--- config.mk ---
export PLATFORM = sky130hd
export DESIGN_NAME = cifc_top
export DESIGN_NICKNAME = d
export VERILOG_FILES = /design/src/design/cifc_sync2.v /design/src/design/cifc_top.v
export VERILOG_INCLUDE_DIRS = /design/src /design/src/design
export SDC_FILE = /design/constraint.sdc
export NUM_CORES = 1
export LEC_CHECK = 0
export ABC_AREA = 1
export ABC_CLOCK_PERIOD_IN_PS = 6000
export BUFFER_PORTS_ARGS = -buffer_cell sky130_fd_sc_hd__buf_4
export CAP_MARGIN = 10
export CORE_MARGIN = 4
export CORE_UTILIZATION = 63
export DETAILED_ROUTE_END_ITERATION = 8
export HOLD_SLACK_MARGIN = 0.12
export PLACE_DENSITY = 0.85
export SYNTH_ARGS = -nofsm -noshare
export SYNTH_HDL_FRONTEND = slang
export SYNTH_SLANG_ARGS = --single-unit
--- constraint.sdc ---
create_clock -name clk -period 6 [get_ports clk]
set_clock_uncertainty 0.2 [all_clocks]
set_input_delay 0.6 -clock clk [delete_from_list [all_inputs] [get_ports clk]]
set_output_delay 0.6 -clock clk [all_outputs]
set_load 0.05 [all_outputs]
--- src/design/cifc_consts.vh ---
// Purpose: Constants of the camera input front configuration block
// Assumes: Included by the design files of this block and by its bench
// Notes: What follows is the list of behaviours kept by the block
// What this block does
// - Bit 31 picks embedded or external sync
// - Bit 30 adds 128 to chroma samples
// - Line width held in bits 28:16, multiple eight; the block uses any value written there as is
// - Bits 15:14 choose the 4:2:2 component order
// - Frame height held in bits 12:0
// - Crop only when window enable bit set
// - Window bit 30 clears codec luma overflow
// - Bits 15, 14 clear codec chroma overflows
// - Bits 13, 12 clear preview chroma overflows
// - Twice horizontal offset removed from line width
// - Control bit 31 soft-resets the capture interface
// - Control bit 30 drives camera reset pin
// - Control bit 29 reads one after reset
// - Bits 28:27 select camera or test pattern
// - Bits 26:24 invert pixel clock and syncs
// - Capture, pattern, crop window and format bits 30:0 take effect at frame sync fall
// - Embedded mode decodes codes after FF-00-00
`ifndef CIFC_CONSTS_VH
`define CIFC_CONSTS_VH
`define CIFC_ADDR_SRC 32'h4f000000
`define CIFC_ADDR_WIN 32'h4f000004
`define CIFC_ADDR_GCTRL 32'h4f000008
`define CIFC_ADDR_CTRL 32'h4f000014
`define CIFC_SRC_MASK 32'hdfffdfff
`define CIFC_WIN_MASK 32'hc7fff7ff
`define CIFC_GCTRL_MASK 32'hff000000
`define CIFC_CTRL_MASK 32'h00000001
`define CIFC_SRC_RST 32'h00000000
`define CIFC_WIN_RST 32'h00000000
`define CIFC_GCTRL_RST 32'h20000000
`define CIFC_CTRL_RST 32'h00000000
`define CIFC_SRC_STYLE 31
`define CIFC_SRC_CHROMA 30
`define CIFC_SRC_WIDTH 28:16
`define CIFC_SRC_ORDER 15:14
`define CIFC_SRC_HEIGHT 12:0
`define CIFC_WIN_CROP 31
`define CIFC_WIN_CLR_CY 30
`define CIFC_WIN_HOFS 26:16
`define CIFC_WIN_CLR_CCB 15
`define CIFC_WIN_CLR_CCR 14
`define CIFC_WIN_CLR_PCB 13
`define CIFC_WIN_CLR_PCR 12
`define CIFC_WIN_VOFS 10:0
`define CIFC_GC_INTERFACE_SOFT_RESET 31
`define CIFC_GC_CAMERA_RESET_OUT_CTL 30
`define CIFC_GC_PATTERN 28:27
`define CIFC_GC_INV_PCLK 26
`define CIFC_GC_INV_FS 25
`define CIFC_GC_INV_LS 24
`define CIFC_CTRL_CAPTURE 0
`define CIFC_RESP_OKAY 2'h0
`define CIFC_RESP_SLVERR 2'h2
`define CIFC_KIND_Y 2'h0
`define CIFC_KIND_CB 2'h1
`define CIFC_KIND_CR 2'h2
`define CIFC_PAT_CAMERA 2'h0
`define CIFC_PAT_BARS 2'h1
`define CIFC_PAT_HINC 2'h2
`define CIFC_PAT_VINC 2'h3
`define CIFC_CHROMA_OFS 8'h80
`define CIFC_PREAMBLE 24'hff0000
`define CIFC_BYTE_FF 8'hff
`define CIFC_CODE_V 5
`define CIFC_CODE_H 4
`endif

--- src/design/cifc_sync2.v ---
// Purpose: Two-stage synchroniser for a bundle of pin levels
// Assumes: Each bit is an independent level from outside the clock domain
// Notes: Only the second stage leaves this module
`timescale 1ns/1ns
module cifc_sync2
#(
    parameter WIDTH = 11
)
(
    input wire clk,
    input wire rst_n,
    input wire [WIDTH-1:0] asyncIn,
    output reg [WIDTH-1:0] syncOut_ff
)
;
reg [WIDTH-1:0] stage1_ff;

// First stage feeds the second and nothing else, to bound metastability
always @(posedge clk or negedge rst_n)
begin
    if (!rst_n)
    begin
        stage1_ff <= {WIDTH{1'b0}};
        syncOut_ff <= {WIDTH{1'b0}};
    end
    else
    begin
        stage1_ff <= asyncIn;
        syncOut_ff <= stage1_ff;
    end
end
endmodule // cifc_sync2

--- src/design/cifc_top.v ---
// Purpose: Camera input front: AXI4-Lite registers and pixel sampling front end
// Assumes: Pixel clock much slower than clk, sampled as a plain input
// Notes: Pixel stream and overflow flags feed the capture paths downstream
`timescale 1ns/1ns
`include "cifc_consts.vh"
module cifc_top
#(
    parameter ADDR_W = 32
)
(
    input wire clk,
    input wire rst_n,
    input wire [ADDR_W-1:0] s_axi_awaddr,
    input wire s_axi_awvalid,
    output reg s_axi_awready,
    input wire [31:0] s_axi_wdata,
    input wire [3:0] s_axi_wstrb,
    input wire s_axi_wvalid,
    output reg s_axi_wready,
    output reg [1:0] s_axi_bresp,
    output reg s_axi_bvalid,
    input wire s_axi_bready,
    input wire [ADDR_W-1:0] s_axi_araddr,
    input wire s_axi_arvalid,
    output reg s_axi_arready,
    output reg [31:0] s_axi_rdata,
    output reg [1:0] s_axi_rresp,
    output reg s_axi_rvalid,
    input wire s_axi_rready,
    input wire cameraPixelClock,
    input wire cameraFrameSync,
    input wire cameraLineSync,
    input wire [7:0] cameraData,
    output reg cameraResetPin_ff,
    input wire [4:0] overflowEvent,
    output reg [4:0] overflowFlags_ff,
    output reg interfaceSoftReset_ff,
    output reg captureActive_ff,
    output reg pixValid_ff,
    output reg [7:0] pixData_ff,
    output reg [1:0] pixKind_ff,
    output reg frameSync_ff
)
;
reg [31:0] sourceFormat_ff;
reg [31:0] windowOffset_ff;
reg [31:0] globalControl_ff;
reg [31:0] captureCtrl_ff;
reg [ADDR_W-1:0] wrAddr_ff;
reg awHeld_ff;
reg [31:0] wrData_ff;
reg [3:0] wrStrb_ff;
reg wHeld_ff;
reg [31:0] shadowSrc_ff;
reg [31:0] shadowWin_ff;
reg [1:0] shadowPattern_ff;
reg shadowCapture_ff;
reg pclkPrev_ff;
reg [23:0] history_ff;
reg frame656_ff;
reg active656_ff;
reg framePrev_ff;
reg linePrev_ff;
reg [13:0] byteCnt_ff;
reg [12:0] lineCnt_ff;
wire [10:0] pinSync;
wire doWrite;
wire pclkLevel;
wire pclkRise;
wire syncStyle601;
wire frameNow;
wire lineNow;
wire [12:0] pixelIdx;
wire [12:0] hOfs;
wire [12:0] vOfs;
wire [12:0] lineWidth;
wire [12:0] frameHeight;
wire inWindow;
wire [1:0] curKind;
wire [4:0] clearOverflow;
reg [7:0] patByte;
reg [7:0] rawByte;

// Byte-lane merge for a register write; reserved bits stay at zero
function [31:0] mergeStrb;
    input [31:0] oldVal;
    input [31:0] newVal;
    input [3:0] strb;
    input [31:0] mask;
    integer i;
    begin
        mergeStrb = oldVal;
        for (i = 0; i < 4; i = i + 1)
        begin
            if (strb[i])
            begin
                mergeStrb[i*8 +: 8] = newVal[i*8 +: 8];
            end
        end
        mergeStrb = mergeStrb & mask;
    end
endfunction

// Which component a byte is, from the order field and byte phase
function [1:0] kindOf;
    input [1:0] order;
    input [1:0] phase;
    begin
        case (order)
            2'h0: kindOf = !phase[0] ? `CIFC_KIND_Y : (phase[1] ? `CIFC_KIND_CR : `CIFC_KIND_CB);
            2'h1: kindOf = !phase[0] ? `CIFC_KIND_Y : (phase[1] ? `CIFC_KIND_CB : `CIFC_KIND_CR);
            2'h2: kindOf = phase[0] ? `CIFC_KIND_Y : (phase[1] ? `CIFC_KIND_CR : `CIFC_KIND_CB);
            default: kindOf = phase[0] ? `CIFC_KIND_Y : (phase[1] ? `CIFC_KIND_CB : `CIFC_KIND_CR);
        endcase
    end
endfunction

cifc_sync2 #(.WIDTH(11)) uPinSync
(
    .clk(clk),
    .rst_n(rst_n),
    .asyncIn({cameraPixelClock, cameraFrameSync, cameraLineSync, cameraData}),
    .syncOut_ff(pinSync)
);

// Write fires once both address and data are held and the last response is gone
assign doWrite = awHeld_ff && wHeld_ff && !s_axi_bvalid;

// AXI write channels: address and data taken in either order
always @(posedge clk or negedge rst_n)
begin
    if (!rst_n)
    begin
        s_axi_awready <= 1'b1;
        s_axi_wready <= 1'b1;
        awHeld_ff <= 1'b0;
        wHeld_ff <= 1'b0;
        wrAddr_ff <= {ADDR_W{1'b0}};
        wrData_ff <= 32'h0;
        wrStrb_ff <= 4'h0;
        s_axi_bvalid <= 1'b0;
        s_axi_bresp <= `CIFC_RESP_OKAY;
    end
    else
    begin
        if (s_axi_awvalid && s_axi_awready)
        begin
            wrAddr_ff <= s_axi_awaddr;
            awHeld_ff <= 1'b1;
            s_axi_awready <= 1'b0;
        end
        if (s_axi_wvalid && s_axi_wready)
        begin
            wrData_ff <= s_axi_wdata;
            wrStrb_ff <= s_axi_wstrb;
            wHeld_ff <= 1'b1;
            s_axi_wready <= 1'b0;
        end
        if (doWrite)
        begin
            awHeld_ff <= 1'b0;
            wHeld_ff <= 1'b0;
            s_axi_bvalid <= 1'b1;
            case (wrAddr_ff)
                `CIFC_ADDR_SRC, `CIFC_ADDR_WIN, `CIFC_ADDR_GCTRL, `CIFC_ADDR_CTRL: s_axi_bresp <= `CIFC_RESP_OKAY;
                default: s_axi_bresp <= `CIFC_RESP_SLVERR;
            endcase
        end
        // Readies return only once the response is accepted, so one write is in flight
        if (s_axi_bvalid && s_axi_bready)
        begin
            s_axi_bvalid <= 1'b0;
            s_axi_awready <= 1'b1;
            s_axi_wready <= 1'b1;
        end
    end
end

// Register file; reserved bits are masked so they read as their fixed value
always @(posedge clk or negedge rst_n)
begin
    if (!rst_n)
    begin
        sourceFormat_ff <= `CIFC_SRC_RST;
        windowOffset_ff <= `CIFC_WIN_RST;
        globalControl_ff <= `CIFC_GCTRL_RST;
        captureCtrl_ff <= `CIFC_CTRL_RST;
    end
    else if (doWrite)
    begin
        case (wrAddr_ff)
            `CIFC_ADDR_SRC: sourceFormat_ff <= mergeStrb(sourceFormat_ff, wrData_ff, wrStrb_ff, `CIFC_SRC_MASK);
            `CIFC_ADDR_WIN: windowOffset_ff <= mergeStrb(windowOffset_ff, wrData_ff, wrStrb_ff, `CIFC_WIN_MASK);
            `CIFC_ADDR_GCTRL: globalControl_ff <= mergeStrb(globalControl_ff, wrData_ff, wrStrb_ff, `CIFC_GCTRL_MASK);
            `CIFC_ADDR_CTRL: captureCtrl_ff <= mergeStrb(captureCtrl_ff, wrData_ff, wrStrb_ff, `CIFC_CTRL_MASK);
            default: captureCtrl_ff <= captureCtrl_ff;
        endcase
    end
end

// AXI read channel: answer one cycle after the address is taken
always @(posedge clk or negedge rst_n)
begin
    if (!rst_n)
    begin
        s_axi_arready <= 1'b1;
        s_axi_rvalid <= 1'b0;
        s_axi_rdata <= 32'h0;
        s_axi_rresp <= `CIFC_RESP_OKAY;
    end
    else if (s_axi_arvalid && s_axi_arready)
    begin
        s_axi_arready <= 1'b0;
        s_axi_rvalid <= 1'b1;
        s_axi_rresp <= `CIFC_RESP_OKAY;
        case (s_axi_araddr)
            `CIFC_ADDR_SRC: s_axi_rdata <= sourceFormat_ff;
            `CIFC_ADDR_WIN: s_axi_rdata <= windowOffset_ff;
            `CIFC_ADDR_GCTRL: s_axi_rdata <= globalControl_ff;
            `CIFC_ADDR_CTRL: s_axi_rdata <= {22'h0, frameSync_ff, overflowFlags_ff, 3'h0, captureCtrl_ff[0]};
            default:
            begin
                s_axi_rdata <= 32'h0;
                s_axi_rresp <= `CIFC_RESP_SLVERR;
            end
        endcase
    end
    else if (s_axi_rvalid && s_axi_rready)
    begin
        s_axi_rvalid <= 1'b0;
        s_axi_arready <= 1'b1;
    end
end

// Clear bits in window order: codec Y, Cb, Cr, preview Cb, Cr
assign clearOverflow = {windowOffset_ff[`CIFC_WIN_CLR_PCR], windowOffset_ff[`CIFC_WIN_CLR_PCB],
                        windowOffset_ff[`CIFC_WIN_CLR_CCR], windowOffset_ff[`CIFC_WIN_CLR_CCB],
                        windowOffset_ff[`CIFC_WIN_CLR_CY]};

// Overflow flags: a held clear bit wins over new events until written back to 0
always @(posedge clk or negedge rst_n)
begin
    if (!rst_n)
    begin
        overflowFlags_ff <= 5'h0;
    end
    else if (globalControl_ff[`CIFC_GC_INTERFACE_SOFT_RESET])
    begin
        overflowFlags_ff <= 5'h0;
    end
    else
    begin
        overflowFlags_ff <= (overflowFlags_ff | overflowEvent) & ~clearOverflow;
    end
end

// Straight register outputs toward the camera and the capture paths
always @(posedge clk or negedge rst_n)
begin
    if (!rst_n)
    begin
        cameraResetPin_ff <= 1'b0;
        interfaceSoftReset_ff <= 1'b0;
        captureActive_ff <= 1'b0;
    end
    else
    begin
        cameraResetPin_ff <= globalControl_ff[`CIFC_GC_CAMERA_RESET_OUT_CTL];
        interfaceSoftReset_ff <= globalControl_ff[`CIFC_GC_INTERFACE_SOFT_RESET];
        captureActive_ff <= shadowCapture_ff;
    end
end

// Pixel clock edge found on the synchronised, optionally inverted level
assign pclkLevel = pinSync[10] ^ globalControl_ff[`CIFC_GC_INV_PCLK];
assign pclkRise = pclkLevel && !pclkPrev_ff;
assign syncStyle601 = sourceFormat_ff[`CIFC_SRC_STYLE];
// Embedded V is read off the code byte itself, so new settings meet the first active byte; FF in video starts the end code
assign frameNow = syncStyle601 ? (pinSync[9] ^ globalControl_ff[`CIFC_GC_INV_FS])
                  : (history_ff == `CIFC_PREAMBLE ? pinSync[`CIFC_CODE_V] : frame656_ff);
assign lineNow = syncStyle601 ? (pinSync[8] ^ globalControl_ff[`CIFC_GC_INV_LS])
                 : (active656_ff && pinSync[7:0] != `CIFC_BYTE_FF);

// Crop window taken from the frame-latched copies of the registers
assign pixelIdx = byteCnt_ff[13:1];
assign hOfs = {2'h0, shadowWin_ff[`CIFC_WIN_HOFS]};
assign vOfs = {2'h0, shadowWin_ff[`CIFC_WIN_VOFS]};
assign lineWidth = shadowSrc_ff[`CIFC_SRC_WIDTH];
assign frameHeight = shadowSrc_ff[`CIFC_SRC_HEIGHT];
assign inWindow = !shadowWin_ff[`CIFC_WIN_CROP]
                  || (pixelIdx >= hOfs && pixelIdx < lineWidth - hOfs
                      && lineCnt_ff >= vOfs && lineCnt_ff < frameHeight - vOfs);
assign curKind = kindOf(shadowSrc_ff[`CIFC_SRC_ORDER], byteCnt_ff[1:0]);

// Byte source: camera data or one of the generated patterns
always @*
begin
    case (shadowPattern_ff)
        `CIFC_PAT_BARS: patByte = {pixelIdx[7:5], 5'h0};
        `CIFC_PAT_HINC: patByte = pixelIdx[7:0];
        `CIFC_PAT_VINC: patByte = lineCnt_ff[7:0];
        default: patByte = pinSync[7:0];
    endcase
    rawByte = patByte;
    if (shadowPattern_ff != `CIFC_PAT_CAMERA && curKind != `CIFC_KIND_Y)
    begin
        rawByte = `CIFC_CHROMA_OFS;
    end
end

// Sampling front end, stepped once per rising pixel clock edge
always @(posedge clk or negedge rst_n)
begin
    if (!rst_n)
    begin
        pclkPrev_ff <= 1'b0;
        history_ff <= 24'h0;
        frame656_ff <= 1'b0;
        active656_ff <= 1'b0;
        framePrev_ff <= 1'b0;
        linePrev_ff <= 1'b0;
        byteCnt_ff <= 14'h0;
        lineCnt_ff <= 13'h0;
        shadowSrc_ff <= `CIFC_SRC_RST;
        shadowWin_ff <= `CIFC_WIN_RST;
        shadowPattern_ff <= `CIFC_PAT_CAMERA;
        shadowCapture_ff <= 1'b0;
        pixValid_ff <= 1'b0;
        pixData_ff <= 8'h0;
        pixKind_ff <= `CIFC_KIND_Y;
        frameSync_ff <= 1'b0;
    end
    else if (globalControl_ff[`CIFC_GC_INTERFACE_SOFT_RESET])
    begin
        // Soft reset holds the whole front end idle; settings stay intact
        pclkPrev_ff <= pclkLevel;
        history_ff <= 24'h0;
        frame656_ff <= 1'b0;
        active656_ff <= 1'b0;
        framePrev_ff <= 1'b0;
        linePrev_ff <= 1'b0;
        byteCnt_ff <= 14'h0;
        lineCnt_ff <= 13'h0;
        shadowCapture_ff <= 1'b0;
        pixValid_ff <= 1'b0;
        frameSync_ff <= 1'b0;
    end
    else
    begin
        pclkPrev_ff <= pclkLevel;
        pixValid_ff <= 1'b0;
        if (pclkRise)
        begin
            history_ff <= {history_ff[15:0], pinSync[7:0]};
            // Code byte after the preamble carries the V and H bits
            if (history_ff == `CIFC_PREAMBLE)
            begin
                frame656_ff <= pinSync[`CIFC_CODE_V];
                active656_ff <= !pinSync[`CIFC_CODE_H] && !pinSync[`CIFC_CODE_V];
            end
            else if (pinSync[7:0] == `CIFC_BYTE_FF)
            begin
                active656_ff <= 1'b0;
            end
            framePrev_ff <= frameNow;
            frameSync_ff <= frameNow;
            // Settings are latched only here, so a frame never sees a half update
            if (framePrev_ff && !frameNow)
            begin
                shadowSrc_ff <= sourceFormat_ff;
                shadowWin_ff <= windowOffset_ff;
                shadowPattern_ff <= globalControl_ff[`CIFC_GC_PATTERN];
                shadowCapture_ff <= captureCtrl_ff[`CIFC_CTRL_CAPTURE];
                lineCnt_ff <= 13'h0;
            end
            else if (linePrev_ff && !lineNow)
            begin
                lineCnt_ff <= lineCnt_ff + 13'h1;
            end
            linePrev_ff <= lineNow;
            byteCnt_ff <= lineNow ? byteCnt_ff + 14'h1 : 14'h0;
            if (lineNow && shadowCapture_ff && inWindow)
            begin
                pixValid_ff <= 1'b1;
                pixKind_ff <= curKind;
                pixData_ff <= (curKind != `CIFC_KIND_Y && shadowSrc_ff[`CIFC_SRC_CHROMA])
                              ? rawByte + `CIFC_CHROMA_OFS : rawByte;
            end
        end
    end
end
endmodule // cifc_top

==> results.cfg <==
[timing]
setup_viol = 0
hold_slack_ps = 125
worst_slew_pin_slew_ps = 1100
period_share_pct = 69.1
max_freq_mhz = 241
max_slew_margin_pct = 26.9
finalHoldViolations = 0
slew_viol_final = 0
rsz0062_at_grt = no
finalCriticalPeriod_ps = 4140
fin_setup_tns_ps = 0

[worst_setup_path]
arrival_ps = 4340
required_ps = 6200
path_class = reg -> reg
rr_startpoint = shadowSrc_ff[16]
critPathMaxFanout = 11
endpoint_kind = flop
cp-start-kind = flop
startpoint = shadowSrc_ff[16]

[clock_tree]
numCtsBuffers = 35
cts_buffer_depth = 3
cts_max_level = 2
tritoncts = done
worstSkewPairLatency_ps = 520
ctsResizeCount = 0
ctsRootBufferMaster = clkbuf_16
cts_hold_buf = 80
postCtsSetupBuffers = 0
cts_sinks = 328
clkSlewWorstSetupHoldPaths_ps = 60

[logic_synthesis]
yosys.area_share.simple_pct = 22.2
synth_top_family_by_area = simple AND/OR/NAND/NOR gates
synthFlopType = dfrtp_1
synth_top_area_cell = dfrtp_1
syn_area_um2 = 16200
synth-async-reset-ratio_pct = 100
synthAdderAreaFrac_pct = 5.90
synth.ff_latch_count = 328
syn_inst = 1903
synth_xor_area_share_pct = 2.27
synth_top_area_share_pct = 50.1
yosys_warnings = 0
ys_seq_area_share_pct = 50.8
ys_types = 50
syn-mean-instance-area_um2 = 8.50
synthTopCellsByArea = dfrtp_1 50%, nand2_1 11%, inv_1 5.9%
synthMuxAreaShare_pct = 0
synth-compound-area-share_pct = 10.7
synth-edff-count = 0

[detailed_routing]
drt_iter0_drc = 1506
avgRoutedWirePerCell_um = 18.5
avgViaCountPerCell = 5.72
ant_nets = 0
firstDrtPassIters = 6
drt-total-wl_um = 46200
drc = 0
num_vias = 14300

[global_route]
grt_usage_pct = 32.6
use_met2_pct = 53.5
grt_max_degree = 163
gr-total-overflow = 0
use_met3_pct = 6.64
grt-busiest-layer = met2
grt_pass1_vias = 14400
met1_usage_pct = 43.0
grt_antenna_before_repair = 1
grt_first_pass_wirelength_um = 74700

[die]
core_um2 = 25200
die_y_um = 168
die_w_um = 168
rows = 58
start_util_pct = 64.2
dieArea_um2 = 28300
ios = 184

[power]
peakVddDrop_v = 0.000260
power_switching_mw = 1.63
pwr-share-clk_pct = 37.5
power.leakage_nw = 9.77
p_comb_share_pct = 15.3
total_power_mw = 5.64
p_int_mw = 4.00
switching_share_pct = 29.0
seq_power_share_pct = 47.2
power.density_nw_per_um2 = 287

[placement]
port-buffer-count = 181
gp_congestion = 0.896
hpwlAfterDp_um = 29700

[cells_and_area]
final_common_cell = nand2_1
syn2layout_area_growth_pct = 21.2
layout.nets = 2343
mostFrequentLayoutCells = 489 x nand2_1, 324 x dfrtp_1, 254 x inv_1
drive_above_1_share_pct = 13.7

[hold_path]
min_path_type = in -> reg
worstHoldStart = s_axi_wdata[21]

[run_status]
status = complete, no violations

[run]
maxCapViolCount = 0
==> logic make-up after synthesis <==
| logic type | after synthesis |
|---|---|
| DFF | 328 |
| and+or+nand+nor | 820 |
| AOI/OAI and AO/OA | 315 |
| buffers and inverters | 322 |
| other | 1 |
| xor gates and xnor gates | 42 |
| adders and majority gates | 75 |
==> critical path: stages, from the launching register on <==
cell and delay, ps:
dfrtp_1 360, inv_1 50, ha_1 210, fa_1 430
nor4_1 340, nor2_1 110, o21ai_0 280, a21oi_1 130
xor2_1 160, ha_1 290, a21oi_1 140, o21a_1 120
nand2_1 40, nor2_1 190, nand4_1 120, nand2_1 270
nand2_1 310, nand2_1 180, nand2_1 70
==> power groups by stage <==
stage / sequential, mW / combinational, mW / clock, mW
finish: 2.66 / 0.859 / 2.11
global route: 2.68 / 0.951 / 2.23
CTS: 2.64 / 0.815 / 2.13
detailed placement: 2.67 / 0.759 / 0
global placement: 2.66 / 0.722 / 0
floorplan: 2.71 / 0.423 / 0
==> metal layers <==
layer / vias to the layer above / routed length (µm)
met1: 6827 / 18200
li1: 6610 / -
met2: 720 / 22200
met4: 0 / 2010
met3: 158 / 3790
met5: - / 0
==> metrics by stage <==
stage,instance area [µm²],util (%),worst slack (ps),std cells
after global routing,19600,77.8,1440,2501
after CTS,19600,77.8,1860,2499
after detailed placement,17700,70.2,1880,2357
final,19600,77.8,1860,2501
after global placement,17700,70.2,2140,2357
after floorplan,16200,-,2690,1904
==> path summary, 6_finish.rpt <==
| kind | endpoint | slack, ps | cells after the start |
|---|---|---|---|
| worst min register to register | uPinSync.syncOut_ff[1] | 140 | 0 |
| worst min-delay path | wrData_ff[21] | 130 | 3 |
| max in group asynchronous | pclkPrev_ff | 3590 | 3 |
| min in group asynchronous | lineCnt_ff[12] | 580 | 2 |
| worst max-delay path | pixData_ff[4] | 1860 | 18 |
| worst max register to register | pixData_ff[4] | 1860 | 18 |
==> registers in the layout (all words and copies together) (netlist names), 2 cells and up <==
name,flops
pixData_ff,8
wrAddr_ff,32
sourceFormat_ff,30
wrData_ff,32
s_axi_rdata,32
shadowWin_ff,23
byteCnt_ff,14
globalControl_ff,8
windowOffset_ff,28
uPinSync.stage1_ff,11
pixKind_ff,2
overflowFlags_ff,5
shadowSrc_ff,29
lineCnt_ff,13
wrStrb_ff,4
shadowPattern_ff,2
uPinSync.syncOut_ff,11
history_ff,24
==> cells in the mapped netlist, types with 2 or more instances <==
| master | instances |
|---|---|
| buf_6 | 4 |
| dfstp_2 | 4 |
| a21oi_1 | 44 |
| buf_4 | 7 |
| nor2_1 | 111 |
| nand3_2 | 3 |
| and3_1 | 2 |
| buf_2 | 23 |
| o21ai_2 | 18 |
| nand2_1 | 489 |
| clkbuf_1 | 26 |
| ha_1 | 73 |
| nor3_1 | 18 |
| nand2_2 | 11 |
| nand3_4 | 2 |
| xor2_1 | 31 |
| nand3_1 | 125 |
| a21boi_0 | 2 |
| o31ai_1 | 2 |
| nand2_8 | 2 |
| dfrtp_1 | 324 |
| o21ai_0 | 172 |
| nand4_1 | 20 |
| a211oi_1 | 2 |
| a21o_1 | 2 |
| o21bai_1 | 2 |
| buf_1 | 3 |
| xnor2_1 | 11 |
| nor2_2 | 5 |
| fa_1 | 2 |
| o21ai_1 | 32 |
| o21a_1 | 2 |
| inv_2 | 2 |
| inv_1 | 254 |
| a31oi_1 | 3 |
| nor3_2 | 3 |
| nand3b_1 | 8 |
| o22ai_1 | 30 |
| nor3_4 | 5 |
| nor4_1 | 14 |
==> final cells by class <==
| type | count | area, µm² |
|---|---|---|
| inverter | 257 | 965 |
| clock buffer | 54 | 1030 |
| sequential | 328 | 8210 |
| timing repair buffer | 269 | 2240 |
| clock inverter | 8 | 86.3 |
| tap | 330 | 413 |
| fill | 1608 | 5580 |
| multi-input combinational | 1254 | 6660 |
| antenna | 1 | 2.50 |
No activity file was read; power rests on OpenSTA's default activity.
